$ cat src/rffl_pkg.sv
// Constants and field layouts for the RF front-end serial latch bank
// Functional notes
// - Host shifts 24-bit words MSB first.
// - Strobe rising edge loads latch by bits 1:0.
// - Select 00 loads control latch, third bit ignored.
// - Four sleep bits power down their sections.
// - Oscillator outputs muted until lock when enabled.
// - Transmit outputs muted until lock when enabled.
// - Pump tristate bit floats charge pump output.
// - Polarity bit selects phase detector sense.
// - Counter hold keeps PLL counters in reset.
// - Select 001 loads transmit latch.
// - Select 101 loads receive calibration latch.
// - Demod phase picks 90 degree steps or off.
// - Mixer phase picks quadrature or single phase.
// - Reference divider is 13-bit straight binary.
// - Calibration latch load with bit set starts calibration.
// - 6-bit divider makes calibration clock from reference.
// - Boost lasts timeout times calibration period.
// - Zero timeout hands boost to manual bit.
// - Select 10 loads oscillator divider latch.
// - Select 11 loads receive filter latch.
// - Manual boost bit enables filter charge boost.
// - Output level applied; pump current applied, or forced to maximum when pump_gain_max is set.
package rffl_pkg;

    localparam int WORD_W = 24;
    localparam int SEL_W = 2;
    localparam int SUB_BIT = 2;
    localparam int CAL_DIV_W = 6;
    localparam int TIMEOUT_W = 6;

    localparam logic [1:0] SEL_CTRL = 2'h0;
    localparam logic [1:0] SEL_TXCAL = 2'h1;
    localparam logic [1:0] SEL_LO = 2'h2;
    localparam logic [1:0] SEL_RX = 2'h3;
    localparam logic SUB_TX = 1'h0;
    localparam logic SUB_CAL = 1'h1;

    localparam logic [2:0] PHASE_OFF = 3'h7;
    localparam logic [2:0] MIX_QUAD = 3'h0;
    localparam logic [5:0] TIMEOUT_MANUAL = 6'h00;

    // Sections asleep and LO phase off out of reset, as a safe start-up
    localparam logic [23:0] CTRL_RST = 24'h780000;
    localparam logic [23:0] TX_RST = 24'hE30000;
    localparam logic [23:0] ZERO_RST = 24'h000000;

    typedef enum logic [2:0] {DST_NONE, DST_CTRL, DST_TX, DST_CAL, DST_LO, DST_RX} rffl_dest_t;

    typedef struct packed {
        logic reserved;
        logic rx_filter_sleep;
        logic pll_sleep;
        logic oscillator_sleep;
        logic transmit_sleep;
        logic out_level_high_bit;
        logic out_level_low_bit;
        logic [2:0] pump_current_sel;
        logic [1:0] lo_level_sel;
        logic osc_mute_until_lock;
        logic transmit_mute_until_lock;
        logic pump_tristate;
        logic detector_polarity;
        logic [2:0] monitor_output_sel;
        logic pll_counter_hold;
        logic [1:0] spare;
        logic [1:0] latch_select_bits;
    } rffl_ctrl_t;

    typedef struct packed {
        logic [2:0] demod_phase_sel;
        logic [2:0] mixer_phase_sel;
        logic [1:0] band_clock_divider;
    } rffl_phase_t;

    typedef struct packed {
        rffl_phase_t phase;
        logic [12:0] ref_divide_ratio;
        logic [2:0] latch_select_bits;
    } rffl_tx_t;

    typedef struct packed {
        rffl_phase_t phase;
        logic cutoff_cal_start;
        logic [5:0] cal_clock_divider;
        logic [5:0] boost_timeout_count;
        logic [2:0] latch_select_bits;
    } rffl_cal_t;

    typedef struct packed {
        logic [1:0] prescaler_sel;
        logic pump_gain_max;
        logic feedback_mux_sel;
        logic [12:0] main_divide_count;
        logic [4:0] swallow_count;
        logic [1:0] latch_select_bits;
    } rffl_lo_t;

    typedef struct packed {
        logic [15:0] factory_test_field;
        logic filter_charge_boost_enable;
        logic [1:0] rx_filter_bandwidth_sel;
        logic [2:0] rx_gain_sel;
        logic [1:0] latch_select_bits;
    } rffl_rx_t;

endpackage

$ cat src/rffl_edge_det.sv
// Rising-edge detector for synchronous pin levels
`timescale 1ns/100ps
module rffl_edge_det import rffl_pkg::*; #(
    parameter int W = 1
) (
    input wire logic clk,
    input wire logic srst,
    input wire logic ce,
    input wire logic [W-1:0] level,
    output logic [W-1:0] rise
);
    logic [W-1:0] prev_q;
    logic [W-1:0] prev_d;

    always_comb begin
        prev_d = level;
    end

    always_ff @(posedge clk) begin
        if (srst) begin
            prev_q <= '0;
        end else if (ce) begin
            prev_q <= prev_d;
        end
    end

    assign rise = level & ~prev_q;
endmodule // rffl_edge_det

$ cat src/rffl_boost_timer.sv
// Calibration clock divider and high-pass boost timeout counter
`timescale 1ns/100ps
module rffl_boost_timer import rffl_pkg::*; #(
    parameter int DIV_W = CAL_DIV_W,
    parameter int CNT_W = TIMEOUT_W
) (
    input wire logic clk,
    input wire logic srst,
    input wire logic ce,
    input wire logic ref_tick,
    input wire logic start,
    input wire logic [DIV_W-1:0] div_ratio,
    input wire logic [CNT_W-1:0] count,
    output logic busy
);
    logic [DIV_W-1:0] div_q;
    logic [DIV_W-1:0] div_d;
    logic [CNT_W-1:0] rem_q;
    logic [CNT_W-1:0] rem_d;
    logic [DIV_W:0] div_next;
    logic cal_tick;

    always_comb begin
        div_d = div_q;
        rem_d = rem_q;
        cal_tick = 1'b0;
        div_next = {1'b0, div_q} + 1'b1;
        // Divider restarts on load so the boost spans whole periods
        if (start) begin
            div_d = '0;
            rem_d = count;
        end else if (ref_tick) begin
            // Ratio of zero behaves as one
            if (div_next >= {1'b0, div_ratio}) begin
                div_d = '0;
                cal_tick = 1'b1;
            end else begin
                div_d = div_next[DIV_W-1:0];
            end
            if (cal_tick && rem_q != '0) begin
                rem_d = rem_q - 1'b1;
            end
        end
    end

    always_ff @(posedge clk) begin
        if (srst) begin
            div_q <= '0;
            rem_q <= '0;
        end else if (ce) begin
            div_q <= div_d;
            rem_q <= rem_d;
        end
    end

    assign busy = rem_q != '0;
endmodule // rffl_boost_timer

$ cat src/rffl_latch_bank.sv
// Serial write port and configuration latch bank of the RF front end
`timescale 1ns/100ps
module rffl_latch_bank import rffl_pkg::*; (
    input wire logic clk,
    input wire logic srst,
    input wire logic ce,
    input wire logic sclk,
    input wire logic sdata,
    input wire logic load_strobe,
    input wire logic pll_lock,
    input wire logic ref_tick,
    output logic rx_filter_sleep,
    output logic pll_sleep,
    output logic oscillator_sleep,
    output logic transmit_sleep,
    output logic [1:0] out_level_sel,
    output logic [1:0] lo_level_sel,
    output logic [2:0] pump_current_sel,
    output logic osc_out_enable,
    output logic transmit_out_enable,
    output logic pump_tristate,
    output logic detector_polarity,
    output logic [2:0] monitor_output_sel,
    output logic pll_counter_hold,
    output logic rx_lo_enable,
    output logic [1:0] rx_lo_phase,
    output logic mixer_quadrature,
    output logic mixer_single_q,
    output logic [2:0] mixer_phase_sel,
    output logic [1:0] band_clock_divider,
    output logic [12:0] ref_divide_ratio,
    output logic cutoff_cal_start,
    output logic [5:0] cal_clock_divider,
    output logic filter_charge_boost,
    output logic [1:0] prescaler_sel,
    output logic feedback_mux_sel,
    output logic [12:0] main_divide_count,
    output logic [4:0] swallow_count,
    output logic [1:0] rx_filter_bandwidth_sel,
    output logic [2:0] rx_gain_sel,
    output logic [15:0] factory_test_field
);
    // Reset image of the transmit latch, for the shared phase fields
    localparam rffl_tx_t TX_RST_VIEW = rffl_tx_t'(TX_RST);

    logic sclk_rise;
    logic strobe_rise;
    logic timer_busy;
    rffl_dest_t dest;

    logic [WORD_W-1:0] shift_q;
    logic [WORD_W-1:0] shift_d;
    rffl_ctrl_t ctrl_q;
    rffl_ctrl_t ctrl_d;
    rffl_tx_t tx_q;
    rffl_tx_t tx_d;
    rffl_cal_t cal_q;
    rffl_cal_t cal_d;
    rffl_lo_t lo_q;
    rffl_lo_t lo_d;
    rffl_rx_t rx_q;
    rffl_rx_t rx_d;
    rffl_phase_t phase_q;
    rffl_phase_t phase_d;
    rffl_cal_t shift_cal;
    logic lo_en_q;
    logic lo_en_d;
    logic quad_q;
    logic quad_d;

    logic osc_en_q;
    logic osc_en_d;
    logic tx_en_q;
    logic tx_en_d;
    logic cal_start_q;
    logic cal_start_d;
    logic boost_q;
    logic boost_d;
    logic [2:0] pump_q;
    logic [2:0] pump_d;

    rffl_edge_det #(.W(1)) u_sclk_edge (
        .clk(clk),
        .srst(srst),
        .ce(ce),
        .level(sclk),
        .rise(sclk_rise)
    );

    rffl_edge_det #(.W(1)) u_strobe_edge (
        .clk(clk),
        .srst(srst),
        .ce(ce),
        .level(load_strobe),
        .rise(strobe_rise)
    );

    // Calibration view of the word waiting in the shift register
    assign shift_cal = rffl_cal_t'(shift_q);

    // Destination decode from the low select bits of the shift register
    always_comb begin
        dest = DST_NONE;
        if (strobe_rise) begin
            case (shift_q[SEL_W-1:0])
                SEL_CTRL: dest = DST_CTRL;
                SEL_TXCAL: dest = (shift_q[SUB_BIT] == SUB_CAL) ? DST_CAL : DST_TX;
                SEL_LO: dest = DST_LO;
                SEL_RX: dest = DST_RX;
                default: dest = DST_NONE;
            endcase
        end
    end

    always_comb begin
        shift_d = shift_q;
        ctrl_d = ctrl_q;
        tx_d = tx_q;
        cal_d = cal_q;
        lo_d = lo_q;
        rx_d = rx_q;
        phase_d = phase_q;
        // Old word is latched if a strobe meets a clock edge
        if (sclk_rise) begin
            shift_d = {shift_q[WORD_W-2:0], sdata};
        end
        // Each latch changes only on its own strobe
        case (dest)
            DST_CTRL: ctrl_d = rffl_ctrl_t'(shift_q);
            DST_TX: begin
                tx_d = rffl_tx_t'(shift_q);
                phase_d = tx_d.phase;
            end
            DST_CAL: begin
                cal_d = rffl_cal_t'(shift_q);
                phase_d = cal_d.phase;
            end
            DST_LO: lo_d = rffl_lo_t'(shift_q);
            DST_RX: rx_d = rffl_rx_t'(shift_q);
            default: ;
        endcase
    end

    always_ff @(posedge clk) begin
        if (srst) begin
            shift_q <= ZERO_RST;
            ctrl_q <= rffl_ctrl_t'(CTRL_RST);
            tx_q <= rffl_tx_t'(TX_RST);
            cal_q <= rffl_cal_t'(ZERO_RST);
            lo_q <= rffl_lo_t'(ZERO_RST);
            rx_q <= rffl_rx_t'(ZERO_RST);
            phase_q <= TX_RST_VIEW.phase;
        end else if (ce) begin
            shift_q <= shift_d;
            ctrl_q <= ctrl_d;
            tx_q <= tx_d;
            cal_q <= cal_d;
            lo_q <= lo_d;
            rx_q <= rx_d;
            phase_q <= phase_d;
        end
    end

    rffl_boost_timer #(.DIV_W(CAL_DIV_W), .CNT_W(TIMEOUT_W)) u_boost (
        .clk(clk),
        .srst(srst),
        .ce(ce),
        .ref_tick(ref_tick),
        .start(dest == DST_CAL),
        .div_ratio(cal_q.cal_clock_divider),
        .count(shift_cal.boost_timeout_count),
        .busy(timer_busy)
    );

    // Derived controls, registered so every output leaves a flop
    always_comb begin
        // Lock only gates the outputs; it never alters the stored bits
        osc_en_d = !ctrl_q.oscillator_sleep && !(ctrl_q.osc_mute_until_lock && !pll_lock);
        tx_en_d = !ctrl_q.transmit_sleep
            && !(ctrl_q.transmit_mute_until_lock && !pll_lock);
        pump_d = lo_q.pump_gain_max ? '1 : ctrl_q.pump_current_sel;
        cal_start_d = (dest == DST_CAL) && shift_cal.cutoff_cal_start;
        // Phase decode kept in flops so these outputs leave a register
        lo_en_d = phase_d.demod_phase_sel != PHASE_OFF;
        quad_d = phase_d.mixer_phase_sel == MIX_QUAD;
        if (cal_q.boost_timeout_count == TIMEOUT_MANUAL) begin
            boost_d = rx_q.filter_charge_boost_enable;
        end else begin
            boost_d = timer_busy;
        end
    end

    always_ff @(posedge clk) begin
        if (srst) begin
            osc_en_q <= 1'b0;
            tx_en_q <= 1'b0;
            pump_q <= '0;
            cal_start_q <= 1'b0;
            boost_q <= 1'b0;
            lo_en_q <= TX_RST_VIEW.phase.demod_phase_sel != PHASE_OFF;
            quad_q <= TX_RST_VIEW.phase.mixer_phase_sel == MIX_QUAD;
        end else if (ce) begin
            osc_en_q <= osc_en_d;
            tx_en_q <= tx_en_d;
            pump_q <= pump_d;
            cal_start_q <= cal_start_d;
            boost_q <= boost_d;
            lo_en_q <= lo_en_d;
            quad_q <= quad_d;
        end
    end

    assign rx_filter_sleep = ctrl_q.rx_filter_sleep;
    assign pll_sleep = ctrl_q.pll_sleep;
    assign oscillator_sleep = ctrl_q.oscillator_sleep;
    assign transmit_sleep = ctrl_q.transmit_sleep;
    assign out_level_sel = {ctrl_q.out_level_high_bit, ctrl_q.out_level_low_bit};
    assign lo_level_sel = ctrl_q.lo_level_sel;
    assign pump_current_sel = pump_q;
    assign osc_out_enable = osc_en_q;
    assign transmit_out_enable = tx_en_q;
    assign pump_tristate = ctrl_q.pump_tristate;
    assign detector_polarity = ctrl_q.detector_polarity;
    assign monitor_output_sel = ctrl_q.monitor_output_sel;
    assign pll_counter_hold = ctrl_q.pll_counter_hold;
    assign rx_lo_enable = lo_en_q;
    assign rx_lo_phase = phase_q.demod_phase_sel[1:0];
    assign mixer_quadrature = quad_q;
    assign mixer_single_q = phase_q.mixer_phase_sel[0];
    assign mixer_phase_sel = phase_q.mixer_phase_sel;
    assign band_clock_divider = phase_q.band_clock_divider;
    assign ref_divide_ratio = tx_q.ref_divide_ratio;
    assign cutoff_cal_start = cal_start_q;
    assign cal_clock_divider = cal_q.cal_clock_divider;
    assign filter_charge_boost = boost_q;
    assign prescaler_sel = lo_q.prescaler_sel;
    assign feedback_mux_sel = lo_q.feedback_mux_sel;
    assign main_divide_count = lo_q.main_divide_count;
    assign swallow_count = lo_q.swallow_count;
    assign rx_filter_bandwidth_sel = rx_q.rx_filter_bandwidth_sel;
    assign rx_gain_sel = rx_q.rx_gain_sel;
    assign factory_test_field = rx_q.factory_test_field;
endmodule // rffl_latch_bank

$ cat config.mk
export PLATFORM = sky130hd
export DESIGN_NAME = rffl_latch_bank
export DESIGN_NICKNAME = d
export VERILOG_FILES = /design/src/rffl_pkg.sv /design/src/rffl_edge_det.sv /design/src/rffl_boost_timer.sv /design/src/rffl_latch_bank.sv
export SDC_FILE = /design/constraint.sdc
export NUM_CORES = 1
export LEC_CHECK = 0
export BUFFER_PORTS_ARGS = -buffer_cell sky130_fd_sc_hd__clkbuf_2
export CORE_MARGIN = 5
export CORE_UTILIZATION = 40
export CTS_CLUSTER_SIZE = 8
export DETAILED_ROUTE_END_ITERATION = 10
export HOLD_SLACK_MARGIN = 0.05
export SYNTH_ARGS = -nofsm -noshare
export SYNTH_HDL_FRONTEND = slang
export SYNTH_SLANG_ARGS = --single-unit
export TNS_END_PERCENT = 20
$ cat constraint.sdc
create_clock -name clk -period 5.1 [get_ports clk]
set_input_delay 0.255 -clock clk [delete_from_list [all_inputs] [get_ports clk]]
set_output_delay 0.255 -clock clk [all_outputs]
set_load 0.02 [all_outputs]
---- After elaboration in Yosys (flattened, before gate mapping) ----
Cells that the tools add are included.
Widths: inputs -> output; s select.
storage, ports and cells
  output and inout port bits .............. 92
  bits of input ports ..................... 8
  word-level logic and storage cells ...... 99
  bits in registers ....................... 143
operators by class
  add/sub/neg operators ................... 2
  bitwise gates (word level) .............. 4
  mux-type cells .......................... 15
  reductions and logical operators ........ 27
  eq/ne operators ......................... 9
  $lt $le $gt $ge ......................... 1
operator list
  cell                 count
  $mux 6               6
  $reduce_and 2->1     8
  $pmux 3 s4           1
  $mux 8               1
  $add 6x1->7 const B  1
  $ge 7x6->1           1
  $eq 3x2->1 const B   2
  $eq 3x3->1 const B   2
  $logic_and 1x1->1    6
  $logic_not 6->1      1
  $mux 3               2
  $reduce_bool 6->1    1
  $sub 6x1->6 const B  1
  $logic_not 1->1      5
  $mux 1               5
  $eq 2x2->1 const B   2
  $reduce_bool 2->1    2
  $eq 3x1->1 const B   1
  $logic_not 3->1      1
  $ne 3x3->1 const B   1
  $reduce_and 3->1     1
  $and 1x1->1          2
  $eq 2x1->1 const B   1
  $logic_not 2->1      1
  2 further kinds      3

---- Logic depth before layout (Yosys ltp) ----
Gate-level depths: netlist of the first run.
  depth after elaboration ................. 9
  gate-level depth with buffers ........... 11
  depth with buffers taken out ............ 11

---- Modules after synthesis ----
Synthesis of the first run repeated with hierarchy kept, for this count alone.
unflattened totals
  cell total of the unflattened synthesis .. 767
  area total of the unflattened synthesis .. 6,134.6 sq um
modules (own cells, without submodules)
  module            cells an instance  instances  sequential area each (sq um)  area each (sq um)
  rffl_latch_bank   646                1          2,582.5                       5,158.7
  rffl_boost_timer  113                1          240.2                         895.9
  rffl_edge_det     4                  2          20.0                          40.0

---- Least setup slack after synthesis of the first run ----
OpenSTA, ideal clock, no wires.
  kind .................................... register to register
  start ................................... register u_boost.div_q[0]
  end ..................................... register u_boost.rem_q[2]
  path buffers ............................ 0
  setup slack ............................. 2.550 ns
  required time ........................... 5.013 ns
  setup time .............................. 0.087 ns
  clock period less this slack ............ 2.550 ns
  data arrival time ....................... 2.463 ns
  stages on the path, launching flop included .. 12
  path through ............................ dfxtp_1 -> ha_1 -> nand3_1 -> and2_1 -> or2_2 -> ha_1 -> a21o_1 -> a21oi_1 -> o21ai_0 -> o2111ai_1 -> a21oi_1 -> o31ai_1
on the way
  word-level cells in the longest chain between the ends .. 8
ends and longest elaborated chain
  item                         line                    text
  start, declared              rffl_boost_timer.sv:16  logic [DIV_W-1:0] div_q;
  start signal, assigned       rffl_boost_timer.sv:51  div_q <= div_d;
  $add 6x1->7                  rffl_boost_timer.sv:27  div_next = {1'b0, div_q} + 1'b1;
  $ge 7x6->1                   rffl_boost_timer.sv:34  if (div_next >= {1'b0, div_ratio}) begin
  $mux 1                       rffl_boost_timer.sv:34
  $mux 1                       rffl_boost_timer.sv:32  end else if (ref_tick) begin
  $mux 1                       rffl_boost_timer.sv:29  if (start) begin
  $logic_and 1x1->1            rffl_boost_timer.sv:40  if (cal_tick && rem_q != '0) begin
  $reduce_bool 2->1 (no line)  -
  $reduce_and 3->1 (no line)   -
  end signal, assigned         rffl_boost_timer.sv:52  rem_q <= rem_d;
  end, declared                rffl_boost_timer.sv:18  logic [CNT_W-1:0] rem_q;
Every way passes these cells. The select of a mux whose other input is x is not followed.
A chain may end at the register's enable or synchronous reset.

---- Final worst setup path of the first run ----
Same ends and word-level chain as after synthesis.

==> Flow_metrics.wiki, run 1 <==
{| class="wikitable"
! Metric !! Value
|-
| Adder-cell area share of the yosys netlist || 1.868%
|-
| Prevailing post-synth register cell || dfxtp_1
|-
| Synthesized net count || approximately 780
|-
| Die height || ~130 um
|-
| Number of failing setup endpoints in the final timing report || 0
|-
| Area fraction of the dominant cell type after synthesis || 47.49%
|-
| CTS tree || built
|-
| Crit path launch type || flop
|-
| Post-synthesis mux area share || 1.681%
|-
| Max Slew Vio Count || 0
|-
| Cell with the most instances after synthesis || nand2_1
|-
| Worst hold path endpoint || shift_cal[0]$_SDFFE_PP0P_
|-
| Worst stage delay on the critical path || about 0.52 ns
|-
| Area of the mapped netlist || ~6000 um^2
|-
| Launch point of the worst reg-to-reg path || u_boost.div_q[0]$_SDFFE_PP0P_
|-
| Average vias per placed instance || 5.142
|-
| Sum of overflow across all layers after global routing || 0
|-
| Total of cells resized after clock tree synthesis || 0
|-
| Most area-hungry cell type in the Yosys netlist || dfxtp_1
|-
| Die Footprint || between 15000 and 20000 um^2
|-
| Final sum of negative setup slack || 0 ns
|-
| H-tree levels || 4
|-
| Yosys warning count || 0
|-
| Total number of nets in the final design || 786
|-
| Relative slew margins || a little under a quarter
|-
| Number of failing hold endpoints at the final stage || 0
|-
| Post-synth cell types || 44
|-
| Buffer depth of the longest clock path || 2
|-
| Placeable Area || 14640 um^2
|-
| CTS Buf Count || 17
|-
| Clock latency of the later-clocked register in the worst-skew pair || 0.42 ns
|-
| R2r endpoint || u_boost.rem_q[2]$_SDFFE_PP0P_
|-
| Required time of the critical path || 5.42 ns
|-
| Post-DR wirelength/cell || 15.87 um
|-
| Maximum number of pins on one net before global-route repair || between 100 and 150
|-
| Hold buffer count at CTS || 0
|-
| Iteration-0 DRC count of the detailed router || around 340
|-
| Final weighted congestion of routability-driven global placement || between 0.8 and 0.9
|-
| Worst-Margin Slew || around 1.1 ns
|-
| Largest family of logic cells by synthesized area || simple AND/OR/NAND/NOR gates
|-
| Clock tree sinks || 143
|-
| Maximum Capacitance Violations || 0
|-
| Top-level I/O count || 100
|-
| DR DRC count || 0
|-
| R2R depth || 11
|-
| Type of the most critical hold path || input pin to flop
|-
| Routed vias || about 5000
|-
| Max Freq || approximately 330 MHz
|-
| Simple-gate share of the synthesized area || between 20% and 30%
|-
| Final Routed Wirelength || 15310 um
|-
| IO Port Bufs || 99
|-
| Starting utilization of the core area || about two fifths
|-
| Kind of cell with the highest combined delay on the critical path || compound AO/OA/AOI/OAI gates
|-
| Crit path kind || flop to flop
|-
| Standby leakage power || between 2 and 3 nW
|-
| Clock slew at the register clock pins of the worst setup and hold paths || approximately 0.060 ns
|-
| Max IR drop VDD || approximately 0.20 mV
|-
| Antenna Nets Post-Route || 0
|-
| Post-CTS Repair Setup Buffers || 0
|-
| Crit path max-delay cell type || o2111ai_1
|-
| RSZ-0062 raised after global routing || false
|-
| Cell breakdown of the critical path || ha_1 -> nand3_1 -> and2_1 -> or2_2 -> ha_1 -> a21o_1 -> a21oi_1 -> o21ai_0 -> o2111ai_1 -> a21oi_1 -> o31ai_1
|-
| Global-route total usage across every layer || around 17%
|-
| Area Growth Syn to Fin || 10.50%
|-
| Worst Skew || ~0.0064 ns
|-
| Arrival @ worst endpoint || 3.34 ns
|-
| Antenna Cells || 0
|-
| Minimum setup slack among reg-to-reg paths || about 2.1 ns
|-
| Ys async rst share || 0%
|-
| Placement Rows || between 40 and 50
|-
| Number of stages on the worst hold path || 3
|-
| Run status || finished clean
|-
| Biggest area contributors in the synthesized netlist || dfxtp_1 (47%), nand2_1 (15%), a21oi_1 (11%)
|-
| Sequential area share after synthesis || 47.49%
|-
| Startpoint of the tightest hold check path || sdata
|-
| Fraction of synthesized cell area in xor and xnor cells || 0.2906%
|-
| Global-route wire length before repair || 24560 um
|-
| Placed wire-length estimate || between 10000 and 15000 um
|-
| Period minus WS final || between 3 and 4 ns
|-
| CP Capture Type || flop
|-
| Vias in the first global route || ~4700
|-
| Buffers and inverters on the worst path || 0
|-
| Fraction of layout cells with a size suffix above 1 || between 10% and 20%
|-
| Number of instances in the synthesized netlist || between 700 and 800
|-
| Number of synthesized register bits || roughly 140
|-
| Syn_area_per_cell || between 7 and 8 um^2
|-
| Number of flops mapped to enable cells by yosys || 0
|-
| Cell area power density || between 300 and 400 nW/um^2
|-
| DR pass1 iterations || 5
|-
| Worst-path maximum fanout || 6
|-
| Final Power || about 0.0026 W
|-
| CTS root buffer || clkbuf_16
|-
| Antenna violations before repair || 0
|-
| Synth cell count leaders || nand2_1 (236), dfxtp_1 (143), a21oi_1 (127)
|-
| DIE WIDTH || between 100 and 150 um
|-
| Part of the cycle the worst path needs || about three fifths
|-
| Compound-gate portion of the synthesized area || ~14%
|}
==> power breakdown <==
part / switching, W / internal [W]
sequential: 0.0000283 / 0.00115
clock: 0.000437 / 0.000753
combinational: 0.000152 / 0.0000983
total: 0.000618 / 0.00200
==> layout make-up <==
class,instances,area (um^2)
fill,1477,7983
multi-input combinational,498,2457
clock buffer,25,485.5
tap,184,230.2
timing repair buffer,101,513.0
clock inverter,6,82.58
inverter,8,30.03
sequential,143,2863
==> metal layers <==
metal / vias up / global-route usage (%) / part of all wire (%)
met2: 133 / 26.72 / 46
li1: 2454 / - / -
met5: - / 0 / 0
met4: 0 / 5.485 / 1.6
met3: 17 / 4.594 / 5.0
met1: 2358 / 23.40 / 48
==> registers in the layout, indices dropped and copies added (netlist names), 2 cells and up <==
register and count:
u_boost.div_q 6, out_level_sel 2, lo_level_sel 2, mixer_phase_sel 3, cal_clock_divider 6, pump_current_sel 3
cal_q 6, factory_test_field 16, shift_cal 24, main_divide_count 13, ctrl_q 5, rx_filter_bandwidth_sel 2
prescaler_sel 2, ref_divide_ratio 13, band_clock_divider 2, rx_lo_phase 2, monitor_output_sel 3, u_boost.rem_q 6
swallow_count 5, rx_gain_sel 3
==> per-stage QoR <==
stage | worst slack, ns | hold WS (ns) | cells | cell area [um^2] | utilization [%]
after floorplan | 2.550 | 0.3910 | 760 | 6028 | -
after global placement | 2.277 | 0.4375 | 934 | 6093 | 41.61
after detailed placement | 2.163 | 0.4460 | 934 | 6093 | 41.61
after CTS | 2.120 | 0.05845 | 965 | 6661 | 45.49
after global routing | 1.936 | 0.07428 | 965 | 6661 | 45.49
final | 2.081 | 0.07868 | 965 | 6661 | 45.49
==> worst register-to-register path, stage by stage (launching register included) <==
cell	delay (ns)
dfxtp_1	0.40
ha_1	0.22
nand3_1	0.12
and2_1	0.18
or2_2	0.29
ha_1	0.30
a21o_1	0.17
a21oi_1	0.14
o21ai_0	0.16
o2111ai_1	0.52
a21oi_1	0.16
o31ai_1	0.26
==> placed cells by master, fill, tap and decap left out, types with 2 or more instances in the layout <==
master	synthesis	final
nand2_1	236	236
dfxtp_1	143	143
a21oi_1	127	127
clkbuf_2	0	98
nor2_1	25	25
clkbuf_16	0	17
nand3_1	13	13
mux2i_1	9	9
ha_1	9	9
inv_1	8	8
nor2b_1	7	7
o21ai_0	6	6
nand2b_1	6	6
nand3b_1	6	6
a211o_1	5	5
nor3_1	5	5
clkbuf_1	32	5
or2_2	4	4
o22ai_1	3	3
o221ai_1	3	3
o211ai_1	3	3
clkinv_2	0	3
clkbuf_8	0	3
buf_4	65	3
and2_1	2	2
xor2_1	2	2
and2b_1	2	2
nand4_1	2	2
a22oi_1	2	2
or4_1	2	2
o31ai_1	2	2
or3_1	2	2
bufinv_16	0	2
==> kinds of logic (layout without fill, tap and decap cells) <==
group                    Yosys count  in the layout
flip-flops                       143            143
adder cells (fa/ha/maj)            9              9
AND/OR/NAND/NOR                  321            321
AO/OA/AOI/OAI                    156            156
buffers and inverters            119            140
XOR/XNOR                           2              2
multiplexers                      10             10
==> how the worst max path moves through the flow <==
| stage | from | end | cells after the start |
|---|---|---|---|
| after floorplan | u_boost.div_q[0]$_SDFFE_PP0P_ | u_boost.rem_q[2]$_SDFFE_PP0P_ | 11 |
| after global placement | u_boost.div_q[0]$_SDFFE_PP0P_ | u_boost.rem_q[2]$_SDFFE_PP0P_ | 11 |
| after detailed placement | u_boost.div_q[0]$_SDFFE_PP0P_ | u_boost.div_q[3]$_SDFFE_PP0P_ | 11 |
| after CTS | u_boost.div_q[0]$_SDFFE_PP0P_ | u_boost.rem_q[2]$_SDFFE_PP0P_ | 11 |
| after global routing | u_boost.div_q[0]$_SDFFE_PP0P_ | u_boost.rem_q[2]$_SDFFE_PP0P_ | 11 |
| final | u_boost.div_q[0]$_SDFFE_PP0P_ | u_boost.rem_q[2]$_SDFFE_PP0P_ | 11 |
Note: power is estimated with default switching activity, not from simulation.
==> run 2, diff against run 1 <==
--- a/config.mk
+++ b/config.mk
@@ -5,6 +5,7 @@
 export SDC_FILE = /design/constraint.sdc
 export NUM_CORES = 1
 export LEC_CHECK = 0
+export ABC_AREA = 1
 export BUFFER_PORTS_ARGS = -buffer_cell sky130_fd_sc_hd__clkbuf_2
 export CORE_MARGIN = 5
 export CORE_UTILIZATION = 40
==> constraint.sdc (replaced) <==
create_clock -name clk -period 2.8 [get_ports clk]
set_input_delay 0.14 -clock clk [delete_from_list [all_inputs] [get_ports clk]]
set_output_delay 0.14 -clock clk [all_outputs]
set_load 0.02 [all_outputs]
==> Flow_metrics.wiki, run 2 <==
{| class="wikitable"
! Metric !! Value
|-
| Run status || finished clean
|-
| Final Routed Wirelength || ~14000 um
|-
| Number of failing setup endpoints in the final timing report || 0
|-
| Die height || between 100 and 150 um
|-
| Required time of the critical path || 3.14 ns
|-
| Dpl cell area || 6072 um^2
|-
| Period minus WS final || approximately 2.2 ns
|-
| CTS Buf Count || 17
|-
| Number of failing hold endpoints at the final stage || 0
|-
| Post-DR wirelength/cell || between 10 and 15 um
|-
| Buffer depth of the longest clock path || 2
|-
| Most area-hungry cell type in the Yosys netlist || dfxtp_1
|-
| Arrival @ worst endpoint || 2.56 ns
|-
| Final weighted congestion of routability-driven global placement || about 0.78
|-
| Vias in the first global route || ~4400
|-
| Minimum setup slack among reg-to-reg paths || ~0.6 ns
|-
| Crit path kind || flop to flop
|-
| Starting utilization of the core area || 40.56%
|-
| Number of instances in the synthesized netlist || around 750
|-
| Global-route wire length before repair || around 24000 um
|-
| Worst Skew || roughly 0.0065 ns
|-
| Crit path launch type || flop
|-
| Cell area power density || ~750 nW/um^2
|-
| Worst stage delay on the critical path || between 0.3 and 0.4 ns
|-
| Synthesized net count || approximately 770
|-
| Placeable Area || between 10000 and 15000 um^2
|-
| Total number of nets in the final design || around 800
|-
| Placement Rows || 44
|-
| Sequential area share after synthesis || about half
|-
| Area Growth Syn to Fin || 14.51%
|-
| Prevailing post-synth register cell || dfxtp_1
|-
| Launch point of the worst reg-to-reg path || u_boost.div_q[2]$_SDFFE_PP0P_
|-
| Routed vias || 4723
|-
| Antenna Nets Post-Route || 0
|-
| Yosys warning count || 0
|-
| Final sum of negative setup slack || 0 ns
|-
| Sum of overflow across all layers after global routing || 0
|-
| Maximum number of pins on one net before global-route repair || 50
|-
| CP Capture Type || flop
|-
| Max Freq || 451.9 MHz
|-
| Clock latency of the later-clocked register in the worst-skew pair || 0.42 ns
|-
| DR pass1 iterations || 5
|-
| Number of synthesized register bits || between 100 and 150
|-
| Antenna violations before repair || 0
|-
| Area fraction of the dominant cell type after synthesis || 48.74%
|-
| Commonest non-fill, non-tap cells in the layout || dfxtp_1 (143), o21ai_0 (122), nor2_1 (121), clkbuf_2 (99), a21oi_1 (78)
|-
| Placed wire-length estimate || just under 10000 um
|-
| Max IR drop VDD || ~0.45 mV
|-
| Biggest area contributors in the synthesized netlist || dfxtp_1 (49%), o21ai_0 (10%), buf_4 (7.9%)
|-
| Clock tree sinks || between 100 and 150
|-
| Design Area, Final || between 6000 and 7000 um^2
|-
| R2r endpoint || u_boost.div_q[5]$_SDFFE_PP0P_
|-
| Average vias per placed instance || slightly below 5
|-
| Maximum Capacitance Violations || 0
|-
| Standby leakage power || slightly above 3 nW
|-
| Post-CTS Repair Setup Buffers || 0
|-
| Buffers and inverters on the worst path || 0
|-
| Top-level I/O count || 100
|-
| Fin Hold WS || between 0.07 and 0.08 ns
|-
| Iteration-0 DRC count of the detailed router || between 300 and 400
|-
| H-tree levels || 4
|-
| Synth cell count leaders || dfxtp_1 (143), nor2_1 (123), o21ai_0 (122)
|-
| DIE WIDTH || ~130 um
|-
| Type of the most critical hold path || input pin to flop
|-
| Cell breakdown of the critical path || nand3_1 -> nand3b_1 -> xor2_1 -> ha_1 -> nand3_1 -> nand3b_1 -> nor2_1 -> nand2_1 -> nor2_1 -> nand2_1 -> a21oi_1
|-
| Clock slew at the register clock pins of the worst setup and hold paths || 0.06 ns
|-
| Worst-path maximum fanout || 6
|-
| Post-synthesis mux area share || 0%
|-
| Largest family of logic cells by synthesized area || compound AO/OA/AOI/OAI gates
|-
| Slack of the critical path || 0.5872 ns
|-
| Global-route total usage across every layer || 16.89%
|-
| Fraction of layout cells with a size suffix above 1 || 19.09%
|-
| Relative slew margins || approximately 55%
|-
| Adder-cell area share of the yosys netlist || 1.917%
|-
| Ys async rst share || 0%
|-
| Most common cell after layout, fill and taps aside || dfxtp_1
|-
| Worst hold path endpoint || u_strobe_edge.prev_q$_SDFFE_PP0P_
|-
| Startpoint of the tightest hold check path || load_strobe
|-
| RSZ-0062 raised after global routing || false
|-
| Max Slew Vio Count || 0
|-
| Die Footprint || ~17000 um^2
|-
| Storage element area || 2863 um^2
|-
| Flip-flop count of the largest register after layout || 24
|-
| Count of filler cells inserted in the layout || about 1500
|-
| Place WS || about 0.61 ns
|-
| Fraction of synthesized cell area in xor and xnor cells || less than 1%
|-
| Crit path max-delay cell type || dfxtp_1
|-
| IO Port Bufs || 99
|-
| R2R depth || 11
|-
| Number of stages on the worst hold path || 3
|-
| Cell with the most instances after synthesis || dfxtp_1
|-
| Syn_area_per_cell || 7.852 um^2
|-
| Post-synth cell types || 29
|-
| Worst-Margin Slew || ~0.67 ns
|-
| Combined area of the multi-input logic cells || around 2200 um^2
|-
| CTS root buffer || clkbuf_16
|-
| Antenna Cells || 0
|-
| DR DRC count || 0
|-
| Kind of cell with the highest combined delay on the critical path || simple AND/OR/NAND/NOR gates
|-
| CTS tree || built
|-
| Number of flops mapped to enable cells by yosys || 0
|-
| Part of the cycle the worst path needs || a little under 80%
|-
| Total of cells resized after clock tree synthesis || 0
|-
| Hold buffer count at CTS || 3
|-
| Simple-gate share of the synthesized area || between 10% and 20%
|-
| Compound-gate portion of the synthesized area || 19.07%
|-
| Area of the mapped netlist || 5873 um^2
|}
run 2: changes by cell type in the layout (fill, tap and decap cells not counted), sizes merged, moves of 7 or more:
cell   previous run  this run
mux2i             9         0
inv               8        58
nand2           237        65
o21ai             6       132
a21oi           127        79
nor2             25       124
nor2b             7         0
run 2: worst max-delay path by stage:
stage,startpoint,endpoint,slack (ns),depth (start not counted)
finish,u_boost.div_q[2]$_SDFFE_PP0P_,u_boost.div_q[5]$_SDFFE_PP0P_,0.59,11
global route,u_boost.div_q[0]$_SDFFE_PP0P_,u_boost.div_q[5]$_SDFFE_PP0P_,0.27,11
floorplan,u_boost.div_q[0]$_SDFFE_PP0P_,u_boost.div_q[1]$_SDFFE_PP0P_,0.91,12
detailed placement,u_boost.div_q[2]$_SDFFE_PP0P_,u_boost.div_q[2]$_SDFFE_PP0P_,0.61,11
global placement,u_boost.div_q[2]$_SDFFE_PP0P_,u_boost.div_q[3]$_SDFFE_PP0P_,0.61,11
CTS,u_boost.div_q[0]$_SDFFE_PP0P_,u_boost.div_q[2]$_SDFFE_PP0P_,0.58,12
run 2: power by group:
group,total (W),switching [W],internal (W)
Clock,0.00237,0.000842,0.00153
Sequential,0.00220,0.0000752,0.00212
Combinational,0.000486,0.000323,0.000162
run 2: routing by layer:
metal	GRT usage [%]	vias to the layer above	routed length (um)
li1	-	2444	-
met4	6.871	0	276
met2	24.49	100	6262
met5	0	-	0
met3	4.549	20	698
met1	23.76	2159	7202
run 2: tightest hold or removal path, stage by stage:
cell      delay (ns)
clkbuf_2        0.10
o21ai_0         0.09
a21oi_1         0.12
run 2: layout make-up:
class | count | share of cell area, %
Clock buffer | 21 | 6.847
Clock inverter | 11 | 2.419
Inverter | 58 | 3.237
Multi-Input combinational cell | 448 | 32.43
Sequential cell | 143 | 42.57
Tap cell | 184 | 3.423
Timing Repair Buffer | 110 | 9.079
run 2: logic make-up (layout without fill, tap and decap cells):
| logic type | Yosys count | count (layout) |
|---|---|---|
| AOI/OAI and AO/OA | 219 | 219 |
| xor gates and xnor gates | 6 | 6 |
| adders and majority gates | 9 | 9 |
| buffers and inverters | 157 | 200 |
| DFF | 143 | 143 |
| and+or+nand+nor | 214 | 214 |
run 2: through the flow:
step | total power, W | utilization [%] | std cells
3_3_place_gp | 0.002725 | 41.94 | 940
3_5_place_dp | 0.002723 | 41.94 | 940
4_1_cts | 0.005098 | 46.45 | 975
5_1_grt | 0.005277 | 46.45 | 975
2_1_floorplan | 0.002595 | - | 748
6_report | 0.005057 | 46.45 | 975
